--- src/logic/host_register_map_consts.svh ---
// register offsets, field positions, reset values and bus constants of the host register map
`ifndef HOST_REGISTER_MAP_CONSTS_SVH
`define HOST_REGISTER_MAP_CONSTS_SVH

// ----------------------------------------
// serial slave
// ----------------------------------------
`define I2C_DEV_ADDR 7'h49

// ----------------------------------------
// register offsets
// ----------------------------------------
`define REG_BOOT_VERSION_MINOR 8'h00
`define REG_BOOT_VERSION_MAJOR 8'h01
`define REG_APP_VERSION_MINOR 8'h02
`define REG_APP_VERSION_MAJOR 8'h03
`define REG_OP_MODE_LOW 8'h04
`define REG_OP_MODE_HIGH 8'h05
`define REG_SYS_RESET_KEY_LOW 8'h06
`define REG_SYS_RESET_KEY_HIGH 8'h07
`define REG_MAIN_EVENT_SUMMARY 8'h08
`define REG_EVENT_GROUP_ZERO 8'h09
`define REG_EVENT_GROUP_ONE 8'h0a
`define REG_EVENT_GROUP_TWO 8'h0b
`define REG_EVENT_GROUP_THREE 8'h0c
`define REG_RESERVED_FIRST 8'h0d

// ----------------------------------------
// fields and values
// ----------------------------------------
`define LOADER_ACTIVE_BIT 0
`define OP_MODE_HIGH_RESET 8'h00
`define SYS_RESET_KEY_RESET 8'h00
`define SYS_RESET_KEY_HIGH_VALUE 8'haa
`define SYS_RESET_KEY_LOW_VALUE 8'h55
`define RESERVED_READ_VALUE 8'h00

`endif

--- src/logic/host_register_map_pkg.sv ---
// types shared by the host register map and its serial slave engine
package host_register_map_pkg;

    typedef enum logic [2:0] {
        st_idle,
        st_addr,
        st_addr_ack,
        st_wbyte,
        st_wack,
        st_rbyte,
        st_rack
    } slave_state_type;

endpackage : host_register_map_pkg

--- src/logic/reg_link_if.sv ---
// byte link between the serial slave engine and the register bank
`timescale 1ns/10ps
interface reg_link_if;
    logic byte_valid;
    logic byte_first;
    logic [7:0] byte_data;
    logic rd_req;
    logic [7:0] rd_data;

    modport engine (output byte_valid, output byte_first, output byte_data, output rd_req, input rd_data);
    modport bank (input byte_valid, input byte_first, input byte_data, input rd_req, output rd_data);
endinterface : reg_link_if

--- src/logic/i2c_slave_engine.sv ---
// serial slave engine: start/stop detect, address match, byte shift and acknowledge
`timescale 1ns/10ps
`include "host_register_map_consts.svh"
module i2c_slave_engine
    import host_register_map_pkg::*;
(
    // clock and reset
    input wire logic mclk,
    input wire logic rst_n,
    // serial pins
    input wire logic scl_in,
    input wire logic sda_in,
    output logic sda_oe,
    // register side
    reg_link_if.engine link
);

    // ----------------------------------------
    // pin synchronisers
    // ----------------------------------------
    logic [2:0] scl_q, scl_d;
    logic [2:0] sda_q, sda_d;

    always_comb
    begin
        scl_d = {scl_q[1:0], scl_in};
        sda_d = {sda_q[1:0], sda_in};
    end

    always_ff @(posedge mclk or negedge rst_n)
    begin
        if (!rst_n)
        begin
            scl_q <= 3'b111;
            sda_q <= 3'b111;
        end
        else
        begin
            scl_q <= scl_d;
            sda_q <= sda_d;
        end
    end

    // stage 0 feeds only stage 1; edges use stages 1 and 2
    logic scl_s, sda_s, scl_rise, scl_fall, start_det, stop_det;
    assign scl_s = scl_q[1];
    assign sda_s = sda_q[1];
    assign scl_rise = scl_s && !scl_q[2];
    assign scl_fall = !scl_s && scl_q[2];
    assign start_det = scl_s && scl_q[2] && sda_q[2] && !sda_s;
    assign stop_det = scl_s && scl_q[2] && !sda_q[2] && sda_s;

    // ----------------------------------------
    // protocol state
    // ----------------------------------------
    slave_state_type state_q, state_d;
    logic [3:0] cnt_q, cnt_d;
    logic [7:0] sh_q, sh_d;
    logic oe_q, oe_d;
    logic rw_q, rw_d;
    logic first_q, first_d;
    logic mack_q, mack_d;
    logic valid_d, rd_req_d;

    always_comb
    begin
        state_d = state_q;
        cnt_d = cnt_q;
        sh_d = sh_q;
        oe_d = oe_q;
        rw_d = rw_q;
        first_d = first_q;
        mack_d = mack_q;
        valid_d = 1'b0;
        rd_req_d = 1'b0;
        if (start_det)
        begin
            state_d = st_addr;
            cnt_d = 4'h0;
            oe_d = 1'b0;
        end
        else if (stop_det)
        begin
            state_d = st_idle;
            oe_d = 1'b0;
        end
        else
        begin
            case (state_q)
                st_addr, st_wbyte:
                begin
                    if (scl_rise)
                    begin
                        sh_d = {sh_q[6:0], sda_s};
                        cnt_d = cnt_q + 4'h1;
                    end
                    else if (scl_fall && cnt_q == 4'h8)
                    begin
                        cnt_d = 4'h0;
                        if (state_q == st_wbyte)
                        begin
                            // every data byte is acknowledged, even to read-only registers
                            valid_d = 1'b1;
                            oe_d = 1'b1;
                            state_d = st_wack;
                        end
                        else if (sh_q[7:1] == `I2C_DEV_ADDR)
                        begin
                            oe_d = 1'b1;
                            rw_d = sh_q[0];
                            state_d = st_addr_ack;
                        end
                        else
                        begin
                            state_d = st_idle;
                        end
                    end
                end
                st_wack:
                begin
                    if (scl_fall)
                    begin
                        oe_d = 1'b0;
                        first_d = 1'b0;
                        state_d = st_wbyte;
                    end
                end
                st_addr_ack:
                begin
                    if (scl_fall)
                    begin
                        cnt_d = 4'h0;
                        if (rw_q)
                        begin
                            rd_req_d = 1'b1;
                            sh_d = link.rd_data;
                            oe_d = !link.rd_data[7];
                            state_d = st_rbyte;
                        end
                        else
                        begin
                            oe_d = 1'b0;
                            first_d = 1'b1;
                            state_d = st_wbyte;
                        end
                    end
                end
                st_rbyte:
                begin
                    if (scl_rise)
                    begin
                        cnt_d = cnt_q + 4'h1;
                    end
                    else if (scl_fall)
                    begin
                        if (cnt_q == 4'h8)
                        begin
                            oe_d = 1'b0;
                            state_d = st_rack;
                        end
                        else
                        begin
                            sh_d = {sh_q[6:0], 1'b0};
                            oe_d = !sh_q[6];
                        end
                    end
                end
                st_rack:
                begin
                    if (scl_rise)
                    begin
                        mack_d = !sda_s;
                    end
                    else if (scl_fall)
                    begin
                        cnt_d = 4'h0;
                        if (mack_q)
                        begin
                            rd_req_d = 1'b1;
                            sh_d = link.rd_data;
                            oe_d = !link.rd_data[7];
                            state_d = st_rbyte;
                        end
                        else
                        begin
                            state_d = st_idle;
                        end
                    end
                end
                default:
                begin
                    state_d = st_idle;
                end
            endcase
        end
    end

    always_ff @(posedge mclk or negedge rst_n)
    begin
        if (!rst_n)
        begin
            state_q <= st_idle;
            cnt_q <= 4'h0;
            sh_q <= 8'h00;
            oe_q <= 1'b0;
            rw_q <= 1'b0;
            first_q <= 1'b0;
            mack_q <= 1'b0;
            link.byte_valid <= 1'b0;
            link.byte_first <= 1'b0;
            link.byte_data <= 8'h00;
            link.rd_req <= 1'b0;
        end
        else
        begin
            state_q <= state_d;
            cnt_q <= cnt_d;
            sh_q <= sh_d;
            oe_q <= oe_d;
            rw_q <= rw_d;
            first_q <= first_d;
            mack_q <= mack_d;
            link.byte_valid <= valid_d;
            link.byte_first <= first_q;
            link.byte_data <= sh_q;
            link.rd_req <= rd_req_d;
        end
    end

    assign sda_oe = oe_q;
endmodule : i2c_slave_engine

--- src/logic/host_register_map.sv ---
// host register bank reached over the serial slave port
`timescale 1ns/10ps
`include "host_register_map_consts.svh"

// Summary of operation
// - offset 0x00 reads loader minor version
// - offset 0x01 reads loader major version
// - offset 0x02 reads application minor version
// - offset 0x03 reads application major version
// - offset 0x04 bit 0 shows loader mode
// - offsets 0x0D upward are reserved
// - slave answers only at address 0x49
// - burst bytes go to ascending offsets
// - reset only when both keys correct
module host_register_map
    import host_register_map_pkg::*;
(
    // clock and reset
    input wire logic mclk,
    input wire logic rst_n,
    // serial pins
    input wire logic scl_in,
    output logic scl_out,
    output logic scl_oe,
    input wire logic sda_in,
    output logic sda_out,
    output logic sda_oe,
    // firmware side values
    input wire logic [7:0] boot_version_minor,
    input wire logic [7:0] boot_version_major,
    input wire logic [7:0] app_version_minor,
    input wire logic [7:0] app_version_major,
    input wire logic loader_active_flag,
    input wire logic [7:0] main_event_summary,
    input wire logic [7:0] event_group_zero,
    input wire logic [7:0] event_group_one,
    input wire logic [7:0] event_group_two,
    input wire logic [7:0] event_group_three,
    // control outputs
    output logic [7:0] op_mode_high,
    output logic sys_reset_req
);

    // ----------------------------------------
    // serial engine
    // ----------------------------------------
    reg_link_if link ();
    logic engine_oe;

    i2c_slave_engine u_engine (
        .mclk (mclk),
        .rst_n (rst_n),
        .scl_in (scl_in),
        .sda_in (sda_in),
        .sda_oe (engine_oe),
        .link (link)
    );

    // ----------------------------------------
    // read path
    // ----------------------------------------
    logic [7:0] ptr_q, ptr_d;
    logic [7:0] op_mode_high_q, op_mode_high_d;
    logic [7:0] key_low_q, key_low_d;
    logic [7:0] key_high_q, key_high_d;
    logic sys_reset_req_q, sys_reset_req_d;
    logic [7:0] rd_mux;

    // version and status bytes are live from the firmware side, no reset constant
    always_comb
    begin
        rd_mux = `RESERVED_READ_VALUE;
        if (ptr_q == `REG_BOOT_VERSION_MINOR)
            rd_mux = boot_version_minor;
        else if (ptr_q == `REG_BOOT_VERSION_MAJOR)
            rd_mux = boot_version_major;
        else if (ptr_q == `REG_APP_VERSION_MINOR)
            rd_mux = app_version_minor;
        else if (ptr_q == `REG_APP_VERSION_MAJOR)
            rd_mux = app_version_major;
        else if (ptr_q == `REG_OP_MODE_LOW)
        begin
            rd_mux = 8'h00;
            rd_mux[`LOADER_ACTIVE_BIT] = loader_active_flag;
        end
        else if (ptr_q == `REG_OP_MODE_HIGH)
            rd_mux = op_mode_high_q;
        else if (ptr_q == `REG_SYS_RESET_KEY_LOW)
            rd_mux = key_low_q;
        else if (ptr_q == `REG_SYS_RESET_KEY_HIGH)
            rd_mux = key_high_q;
        else if (ptr_q == `REG_MAIN_EVENT_SUMMARY)
            rd_mux = main_event_summary;
        else if (ptr_q == `REG_EVENT_GROUP_ZERO)
            rd_mux = event_group_zero;
        else if (ptr_q == `REG_EVENT_GROUP_ONE)
            rd_mux = event_group_one;
        else if (ptr_q == `REG_EVENT_GROUP_TWO)
            rd_mux = event_group_two;
        else if (ptr_q == `REG_EVENT_GROUP_THREE)
            rd_mux = event_group_three;
    end

    assign link.rd_data = rd_mux;

    // ----------------------------------------
    // pointer and writable registers
    // ----------------------------------------
    always_comb
    begin
        ptr_d = ptr_q;
        op_mode_high_d = op_mode_high_q;
        key_low_d = key_low_q;
        key_high_d = key_high_q;
        sys_reset_req_d = 1'b0;
        if (link.byte_valid && link.byte_first)
        begin
            ptr_d = link.byte_data;
        end
        else if (link.byte_valid)
        begin
            ptr_d = ptr_q + 8'h01;
            // offsets below 0x05 and above 0x07 keep their value
            if (ptr_q == `REG_OP_MODE_HIGH)
                op_mode_high_d = link.byte_data;
            else if (ptr_q == `REG_SYS_RESET_KEY_LOW)
                key_low_d = link.byte_data;
            else if (ptr_q == `REG_SYS_RESET_KEY_HIGH)
                key_high_d = link.byte_data;
            // either order of the two key writes arms the reset; keys clear so it fires once
            if (key_low_d == `SYS_RESET_KEY_LOW_VALUE && key_high_d == `SYS_RESET_KEY_HIGH_VALUE)
            begin
                sys_reset_req_d = 1'b1;
                key_low_d = `SYS_RESET_KEY_RESET;
                key_high_d = `SYS_RESET_KEY_RESET;
            end
        end
        else if (link.rd_req)
        begin
            ptr_d = ptr_q + 8'h01;
        end
    end

    always_ff @(posedge mclk or negedge rst_n)
    begin
        if (!rst_n)
        begin
            ptr_q <= 8'h00;
            op_mode_high_q <= `OP_MODE_HIGH_RESET;
            key_low_q <= `SYS_RESET_KEY_RESET;
            key_high_q <= `SYS_RESET_KEY_RESET;
            sys_reset_req_q <= 1'b0;
        end
        else
        begin
            ptr_q <= ptr_d;
            op_mode_high_q <= op_mode_high_d;
            key_low_q <= key_low_d;
            key_high_q <= key_high_d;
            sys_reset_req_q <= sys_reset_req_d;
        end
    end

    // ----------------------------------------
    // outputs
    // ----------------------------------------
    // the slave never stretches the clock, so its clock driver stays off
    logic scl_oe_q;

    always_ff @(posedge mclk or negedge rst_n)
    begin
        if (!rst_n)
            scl_oe_q <= 1'b0;
        else
            scl_oe_q <= 1'b0;
    end

    assign scl_out = 1'b0;
    assign scl_oe = scl_oe_q;
    assign sda_out = 1'b0;
    assign sda_oe = engine_oe;
    assign op_mode_high = op_mode_high_q;
    assign sys_reset_req = sys_reset_req_q;
endmodule : host_register_map

--- config.mk ---
export PLATFORM = sky130hd
export DESIGN_NAME = host_register_map
export DESIGN_NICKNAME = d
export VERILOG_FILES = /design/src/logic/host_register_map_pkg.sv /design/src/logic/reg_link_if.sv /design/src/logic/i2c_slave_engine.sv /design/src/logic/host_register_map.sv
export VERILOG_INCLUDE_DIRS = /design/src /design/src/logic
export SDC_FILE = /design/constraint.sdc
export NUM_CORES = 1
export LEC_CHECK = 0
export BUFFER_PORTS_ARGS = -buffer_cell sky130_fd_sc_hd__clkbuf_2
export CAP_MARGIN = 10
export CORE_ASPECT_RATIO = 0.7
export CORE_MARGIN = 5
export CORE_UTILIZATION = 51
export CTS_CLUSTER_DIAMETER = 60
export DETAILED_ROUTE_END_ITERATION = 7
export PLACE_DENSITY_LB_ADDON = 0.12
export SYNTH_ARGS = -nofsm -noshare
export SYNTH_HDL_FRONTEND = slang
export SYNTH_SLANG_ARGS = --single-unit
--- constraint.sdc ---
create_clock -name mclk -period 1.95 [get_ports mclk]
set_input_delay 0.4875 -clock mclk [delete_from_list [all_inputs] [get_ports mclk]]
set_output_delay 0.4875 -clock mclk [all_outputs]
set_load 0.005 [all_outputs]
* Yosys cells after proc, flatten, opt, wreduce, memory -nomap -nowiden
Cells that the tools add are included.
Widths: inputs -> output; s select.
** Cells by class
- Add/sub/neg operators :: 2
- Multipliers :: 0
- Divide/modulo/power cells :: 0
- $lt $le $gt $ge :: 0
- Equality and inequality tests :: 48
- Shift-type cells :: 0
- Mux-type cells :: 97
- Bitwise gates (word level) :: 5
- Reduce and logical (&&, ||, !) cells :: 32
** Operators by type and width (number)
- $mux 8 :: 36
- $mux 3 :: 14
- $eq 8x4->1 const B :: 5
- $mux 1 :: 33
- $eq 8x3->1 const B :: 4
- $ne 4x1->1 const B :: 8
- $pmux 8 s4 :: 1
- $mux 4 :: 7
- $eq 8x2->1 const B :: 2
- $ne 2x1->1 const B :: 8
- $pmux 4 s4 :: 1
- $pmux 3 s5 :: 1
- $ne 4x4->1 const B :: 3
- $reduce_and 12->1 :: 1
- $reduce_and 11->1 :: 1
- $logic_and 1x1->1 :: 10
- $eq 3x3->1 const B :: 3
- $reduce_and 9->1 :: 1
- $add 8x1->8 const B :: 1
- $eq 8x1->1 const B :: 1
- $eq 8x7->1 const B :: 1
- $eq 8x8->1 const B :: 1
- $logic_not 8->1 :: 1
- $ne 2x2->1 const B :: 4
- other kinds (25) :: 36
** Word-level totals
- Register bits after elaboration :: 69
- Bits in latches :: 0
- Memory bits (writable) :: 0
- Bits in read-only memories :: 0
- Bits of input ports :: 77
- Output and inout port bits :: 13
- Memories :: 0

* Depth between registers and ports, before layout
- Word-level depth :: 21
- Mapped depth :: 9

* By module
From an unflattened synthesis, not the netlist that was laid out.
** Second synthesis, totals
- Cells, all modules :: 516
- Area total of the unflattened synthesis :: 4675.7 um^2
** Modules (own cells, without submodules)
- host_register_map :: instances 1, cells an instance 344, area an instance 2839.0 um^2, seq. area each 825.8 um^2
- i2c_slave_engine :: instances 1, cells an instance 172, area an instance 1836.8 um^2, seq. area each 908.4 um^2

* Worst setup path before layout
OpenSTA, ideal clock, no wires.
- Path type :: register -> register
- Start point :: register ptr_q[5]
- End point :: register key_low_q[1]
- Arrival :: 1898 ps
- Path slack :: -72 ps
- Stages on the path, launching flop included :: 5
- Clock period less this slack :: 2022 ps
- Path through :: dfrtp_1 -> nor4_4 -> nand3_1 -> nor4_4 -> mux2_2
** Between the ends
- Word-level cells in the longest chain between the ends :: 9
** Ends and longest elaborated chain
- start: declaration :: line host_register_map.sv:62 : logic [7:0] ptr_q, ptr_d;
- start signal: assignment :: line host_register_map.sv:156 : ptr_q <= ptr_d;
- $eq 8x3->1 (no line)
- $mux 8 :: line host_register_map.sv:128 : else if (ptr_q == `REG_SYS_RESET_KEY_HIGH)
- $mux 8 :: line host_register_map.sv:126 : else if (ptr_q == `REG_SYS_RESET_KEY_LOW)
- $mux 8 :: line host_register_map.sv:124 : if (ptr_q == `REG_OP_MODE_HIGH)
- $mux 8 :: line host_register_map.sv:120 : else if (link.byte_valid)
- $mux 8 :: line host_register_map.sv:116 : if (link.byte_valid && link.byte_first)
- $eq 8x8->1 (no line)
- $logic_and 1x1->1 (no line)
- $mux 8 * :: line host_register_map.sv:131 : if (key_low_d == `SYS_RESET_KEY_LOW_VALUE && key_high_d == `SYS_RESET_KEY_HIGH_VALUE)
- end signal: assignment :: line host_register_map.sv:150 : key_low_q <= `SYS_RESET_KEY_RESET;
- end signal: assignment :: line host_register_map.sv:158 : key_low_q <= key_low_d;
- end: declaration :: line host_register_map.sv:64 : logic [7:0] key_low_q, key_low_d;
Mark *: on every way between the ends. The rest lies on a longest branch, timed or not. The select of a mux whose other input is x is not followed.
A chain may end at the register's enable or synchronous reset.

* Final worst setup path
- Start point :: register ptr_q[0]
- End point :: register u_engine.sh_q[2]
** Between the ends
- Word-level cells in the longest chain between the ends :: 18
** Ends and longest elaborated chain
- $eq 8x4->1 (no line)
- $mux 8 :: line host_register_map.sv:100 : else if (ptr_q == `REG_EVENT_GROUP_THREE)
- $mux 8 :: line host_register_map.sv:98 : else if (ptr_q == `REG_EVENT_GROUP_TWO)
- $mux 8 :: line host_register_map.sv:96 : else if (ptr_q == `REG_EVENT_GROUP_ONE)
- $mux 8 :: line host_register_map.sv:94 : else if (ptr_q == `REG_EVENT_GROUP_ZERO)
- $mux 8 :: line host_register_map.sv:92 : else if (ptr_q == `REG_MAIN_EVENT_SUMMARY)
- $mux 8 :: line host_register_map.sv:90 : else if (ptr_q == `REG_SYS_RESET_KEY_HIGH)
- $mux 8 :: line host_register_map.sv:88 : else if (ptr_q == `REG_SYS_RESET_KEY_LOW)
- [2 not listed]
- $mux 8 :: line host_register_map.sv:79 : else if (ptr_q == `REG_APP_VERSION_MAJOR)
- $mux 8 :: line host_register_map.sv:77 : else if (ptr_q == `REG_APP_VERSION_MINOR)
- $mux 8 :: line host_register_map.sv:75 : else if (ptr_q == `REG_BOOT_VERSION_MAJOR)
- $mux 8 * :: line host_register_map.sv:73 : if (ptr_q == `REG_BOOT_VERSION_MINOR)
- $mux 8 :: line i2c_slave_engine.sv:177 : if (mack_q)
- $mux 8 :: line i2c_slave_engine.sv:174 : else if (scl_fall)
- $mux 8 :: line i2c_slave_engine.sv:170 : if (scl_rise)
- $pmux 8 s4 * :: line i2c_slave_engine.sv:89 : case (state_q)
- end signal: assignment :: line i2c_slave_engine.sv:204 : sh_q <= 8'h00;
- end signal: assignment :: line i2c_slave_engine.sv:218 : sh_q <= sh_d;
- end: declaration :: line i2c_slave_engine.sv:58 : logic [7:0] sh_q, sh_d;
Marks and branches as above.

==> results.txt <==
----------------------------------------------------
[CTS]
  Maximum clock insertion buffer count ... 2
  Clock tree from TritonCTS ... built
  Clock sinks ... 69
  H-Tree Level Count ... 3
  Number of buffers created by CTS ... 9
  CTS clock-pin slew for the worst setup and hold paths ... ~0.060 ns
  Source-to-sink clock delay at the later pin of the worst-skew pair ... 0.34 ns
  Clock root buffer master ... clkbuf_16

[Power and ir drop]
  Share of power burned in the clock network ... 0.548
  Power dissipated by switching net loads ... about 0.0008 W
  Cell internal pwr ... just under 0.003 W
  Combinational share of power ... 0.064
  Power per cell area ... a little under 600 mW/mm²
  Peak supply drop ... ~0.46 mV
  Share of power burned in registers ... 0.388
  Switching portion of total power ... 0.2119
  Total chip power ... approximately 0.0038 W
  Standby leakage power ... ~2.8 nW

[Logic synthesis]
  Number of distinct library cells after synthesis ... between 70 and 80
  Largest cells by area after synthesis ... dfrtp_1 34%, mux2_2 4.4%, nand2_1 4.0%
  Async SR Flop Fraction ... 1.000
  Syn. warnings ... 0
  Average cell area after synthesis ... 9.018 µm²
  Number of instances in the synthesized netlist ... roughly 510
  Fraction of synthesized cell area taken by the top area cell type ... 0.3448
  Seq/Total Area, Yosys ... 0.3793
  Post-synthesis sequential element count ... 69
  Most instantiated cells after synthesis ... 63 x dfrtp_1, 49 x nand2_1, 34 x nor2_1, 30 x a21oi_1, 28 x o21ai_0
  Number of synthesized flops with an enable pin ... 0
  Synth area leader ... dfrtp_1
  Synth Cell Area ... 0.004572 mm²
  Most frequently used cell type in the post-synthesis netlist ... dfrtp_1
  Ys flop type ... dfrtp_1

[Timing]
  Hold Fails Final Rpt ... 0
  Shortest period the worst path allows ... 2.018 ns
  PnR worst setup slack ... -0.06830 ns
  Final worst path period share ... 1.035
  Max Fclk ... 0.4955 GHz
  Unrepaired setup endpoints after global routing ... true
  Slew Limit Fails ... 0
  Post-route clock skew ... between 0.006 and 0.007 ns
  Final setup vio count ... 20
  Headroom to the max-slew limit ... 0.6151
  Worst Tran Pin Value ... around 0.57 ns

[GRT]
  GRT Residual Overflow ... 0
  Global-route total usage across every layer ... 0.3056
  Antenna violations before repair ... 1
  Maximum number of pins on one net before global-route repair ... between 60 and 70
  Number of global-route vias before repair ... just under 5000
  Global-route wire length before repair ... 25.71 mm

[Layout]
  Nets ... around 750
  Share of layout cells above drive strength 1 ... 0.4134
  Non-filler instance count after layout ... 790
  Diode count ... 0
  Area growth, synth to finish ... 39.93%
  Post-route cell area ... 0.006397 mm²

[Place]
  Buffers on Ports ... 86
  Dpl cell area ... between 0.005 and 0.006 mm²
  Final HPWL from detailed placement ... around 12 mm
  Instance count after placement with tap cells included ... between 700 and 800
  Final weighted congestion in routability-driven placement ... 0.9443

[Detailed routing]
  Remaining routing DRC violations ... 0
  Total via count after detailed routing ... 4951
  Final antenna-violating net count ... 0
  Total routed wirelength ... ~16 mm
  Wire length per cell after detailed routing ... between 20 and 25 µm
  Routed via count divided by cell count ... ~6.3
  Number of iterations in the first detailed-routing pass ... 7
  Number of DRC violations after detailed-routing iteration 0 ... between 600 and 700

[Setup path]
  Master of the slowest instance on the critical path ... dfrtp_1
  Worst flop-to-flop path endpoint ... u_engine.sh_q[2]
  Cell seen most often among critical-path stages ... buf_4
  Worst R2R Setup Slack ... -0.07 ns
  Cell depth of the worst flop-to-flop path ... 9
  Buffers plus inverters on the worst setup path ... 4
  Maximum cell stage delay along the critical path ... around 0.40 ns
  Cell family with most CP delay ... compound AO/OA/AOI/OAI gates
  CP Class ... reg -> reg
  Arrival time worst endpoint ... roughly 2.2 ns
  Kind of end point of the critical path ... register
  Critical register-to-register path startpoint ... ptr_q[0]
  Crit-path max FO ... 5
  CP Launch Type ... register
  Data required time of the critical path ... between 2 and 2.5 ns
  Ordered cell list for the critical path ... inv_2 > ha_2 > buf_4 > clkinvlp_4 > buf_4 > a31oi_2 > o21ai_0 > a22oi_1 > a31oi_1

[Floorplanning]
  Total Die Area ... between 0.01 and 0.015 mm²
  Floorplan die height ... 89.22 µm
  Number of rows in the core area ... 28
  Effective utilization at floorplan ... 0.5327
  Core area ... about 0.0086 mm²
  Number of placed I/O pins ... 90
  Die width ... ~120 µm

[Flow run]
  MaxCap Viol Count ... 0

[Outcome]
  Status ... finished with violations
  Failing checks ... negative setup slack

[Worst hold path]
  Type of the most critical hold path ... in -> async

----------------------------------------------------
[logic make-up (layout without fill, tap and decap cells)]
logic type / after synthesis / in the layout / synth area share
AO/OA/AOI/OAI: 158 / 158 / 0.2441
XOR/XNOR: 6 / 6 / 0.01150
adder cells (fa/ha/maj): 6 / 6 / 0.01642
buffers and inverters: 57 / 218 / 0.05255
flip-flops: 69 / 69 / 0.3793
multiplexers: 31 / 31 / 0.07279
other: 1 / 3 / 0.0008202
AND/OR/NAND/NOR: 179 / 179 / 0.2225
[repair_timing]
action | in CTS | in global routing
buffers inserted | 3 | 6
resized for setup | 17 | 44
hold buffers | 0 | 0
endpoints found under the setup margin | 19 | 28
pin swaps | 5 | 15
[cell type report]
type | count | area (µm²)
inverters | 22 | 90.09
flip-flops and latches | 69 | 1738
multi-input cells | 383 | 2830
clock inverters | 6 | 133.9
clock buffers | 10 | 239.0
well taps | 120 | 150.1
repair buffers | 180 | 1216
fillers | 632 | 2186
[worst max-delay path by stage]
stage	cells past startpoint	end	slack [ns]	from
finish	9	u_engine.sh_q[2]	-0.07	ptr_q[0]
global route	9	key_low_q[0]	-0.14	ptr_q[7]
CTS	5	u_engine.sh_q[5]	-0.05	ptr_q[4]
detailed placement	6	u_engine.sh_q[3]	-0.16	ptr_q[7]
global placement	6	u_engine.sh_q[5]	-0.13	ptr_q[7]
floorplan	7	u_engine.sda_oe	-0.04	ptr_q[0]
[stage by stage]
| stage | worst slack [ns] | util | hold WS, ns | TNS, ns |
|---|---|---|---|---|
| after floorplan | -0.03553 | - | 0.1919 | -0.1074 |
| after global placement | -0.1271 | 0.6652 | 0.3475 | -0.9977 |
| after detailed placement | -0.1645 | 0.6652 | 0.3509 | -1.440 |
| after CTS | -0.04588 | 0.7185 | 0.008599 | -0.1727 |
| after global routing | -0.1373 | 0.7453 | 0.02588 | -2.229 |
| final | -0.06830 | 0.7453 | 0.009732 | -0.5016 |
[flip-flops by register name (all words and copies together), names as in the netlist, 3 cells and up]
signal,cells
key_high_q,8
key_low_q,8
op_mode_high,8
ptr_q,8
u_engine.link.byte_data,8
u_engine.sh_q,8
u_engine.cnt_q,4
u_engine.scl_q,3
u_engine.sda_q,3
u_engine.state_q,3
[per-layer routing]
layer  vias up  GRT usage  share of wire
met2       310     0.4532           0.42
met1      2391     0.4463           0.45
met3        37    0.07780           0.10
li1       2211          -              -
met5         -          0         0.0012
met4         2    0.07940          0.020
[layout by cell type (no fill, tap or decap), types with 5 or more instances in the layout]
master     netlist  routed
nor2_1          34      30
clkbuf_2         0      85
a22o_1           5       5
buf_6            1       8
a21oi_1         30      30
a221oi_1         6       5
clkbuf_16        0       9
nand3_1         13      12
mux2_2          18      14
a22oi_1          5       5
o22ai_1          7       6
nand2_1         49      49
inv_1           21      15
o31a_1           6       6
nor2b_1         14      13
dfstp_2          6       6
dfrtp_1         63      60
o21a_1           6       6
o2111ai_1        7       6
nor3_1           7       6
o211ai_1         5       5
nor3b_1          7       7
a31oi_1          9       7
mux2i_1         13      11
nand2b_1         7       7
a211oi_1         9       8
nand4_1         10      10
o21ai_0         28      28
buf_4            3      82
and3_1           5       5
[power groups by stage]
stage / clock network (W) / registers (W) / logic (W)
after global placement: 0 / 0.00149 / 0.000224
after floorplan: 0 / 0.00149 / 0.0000637
after detailed placement: 0 / 0.00149 / 0.000228
after CTS: 0.00207 / 0.00147 / 0.000232
after global routing: 0.00214 / 0.00147 / 0.000267
final: 0.00207 / 0.00147 / 0.000244
No activity file was read; power rests on OpenSTA's default activity.
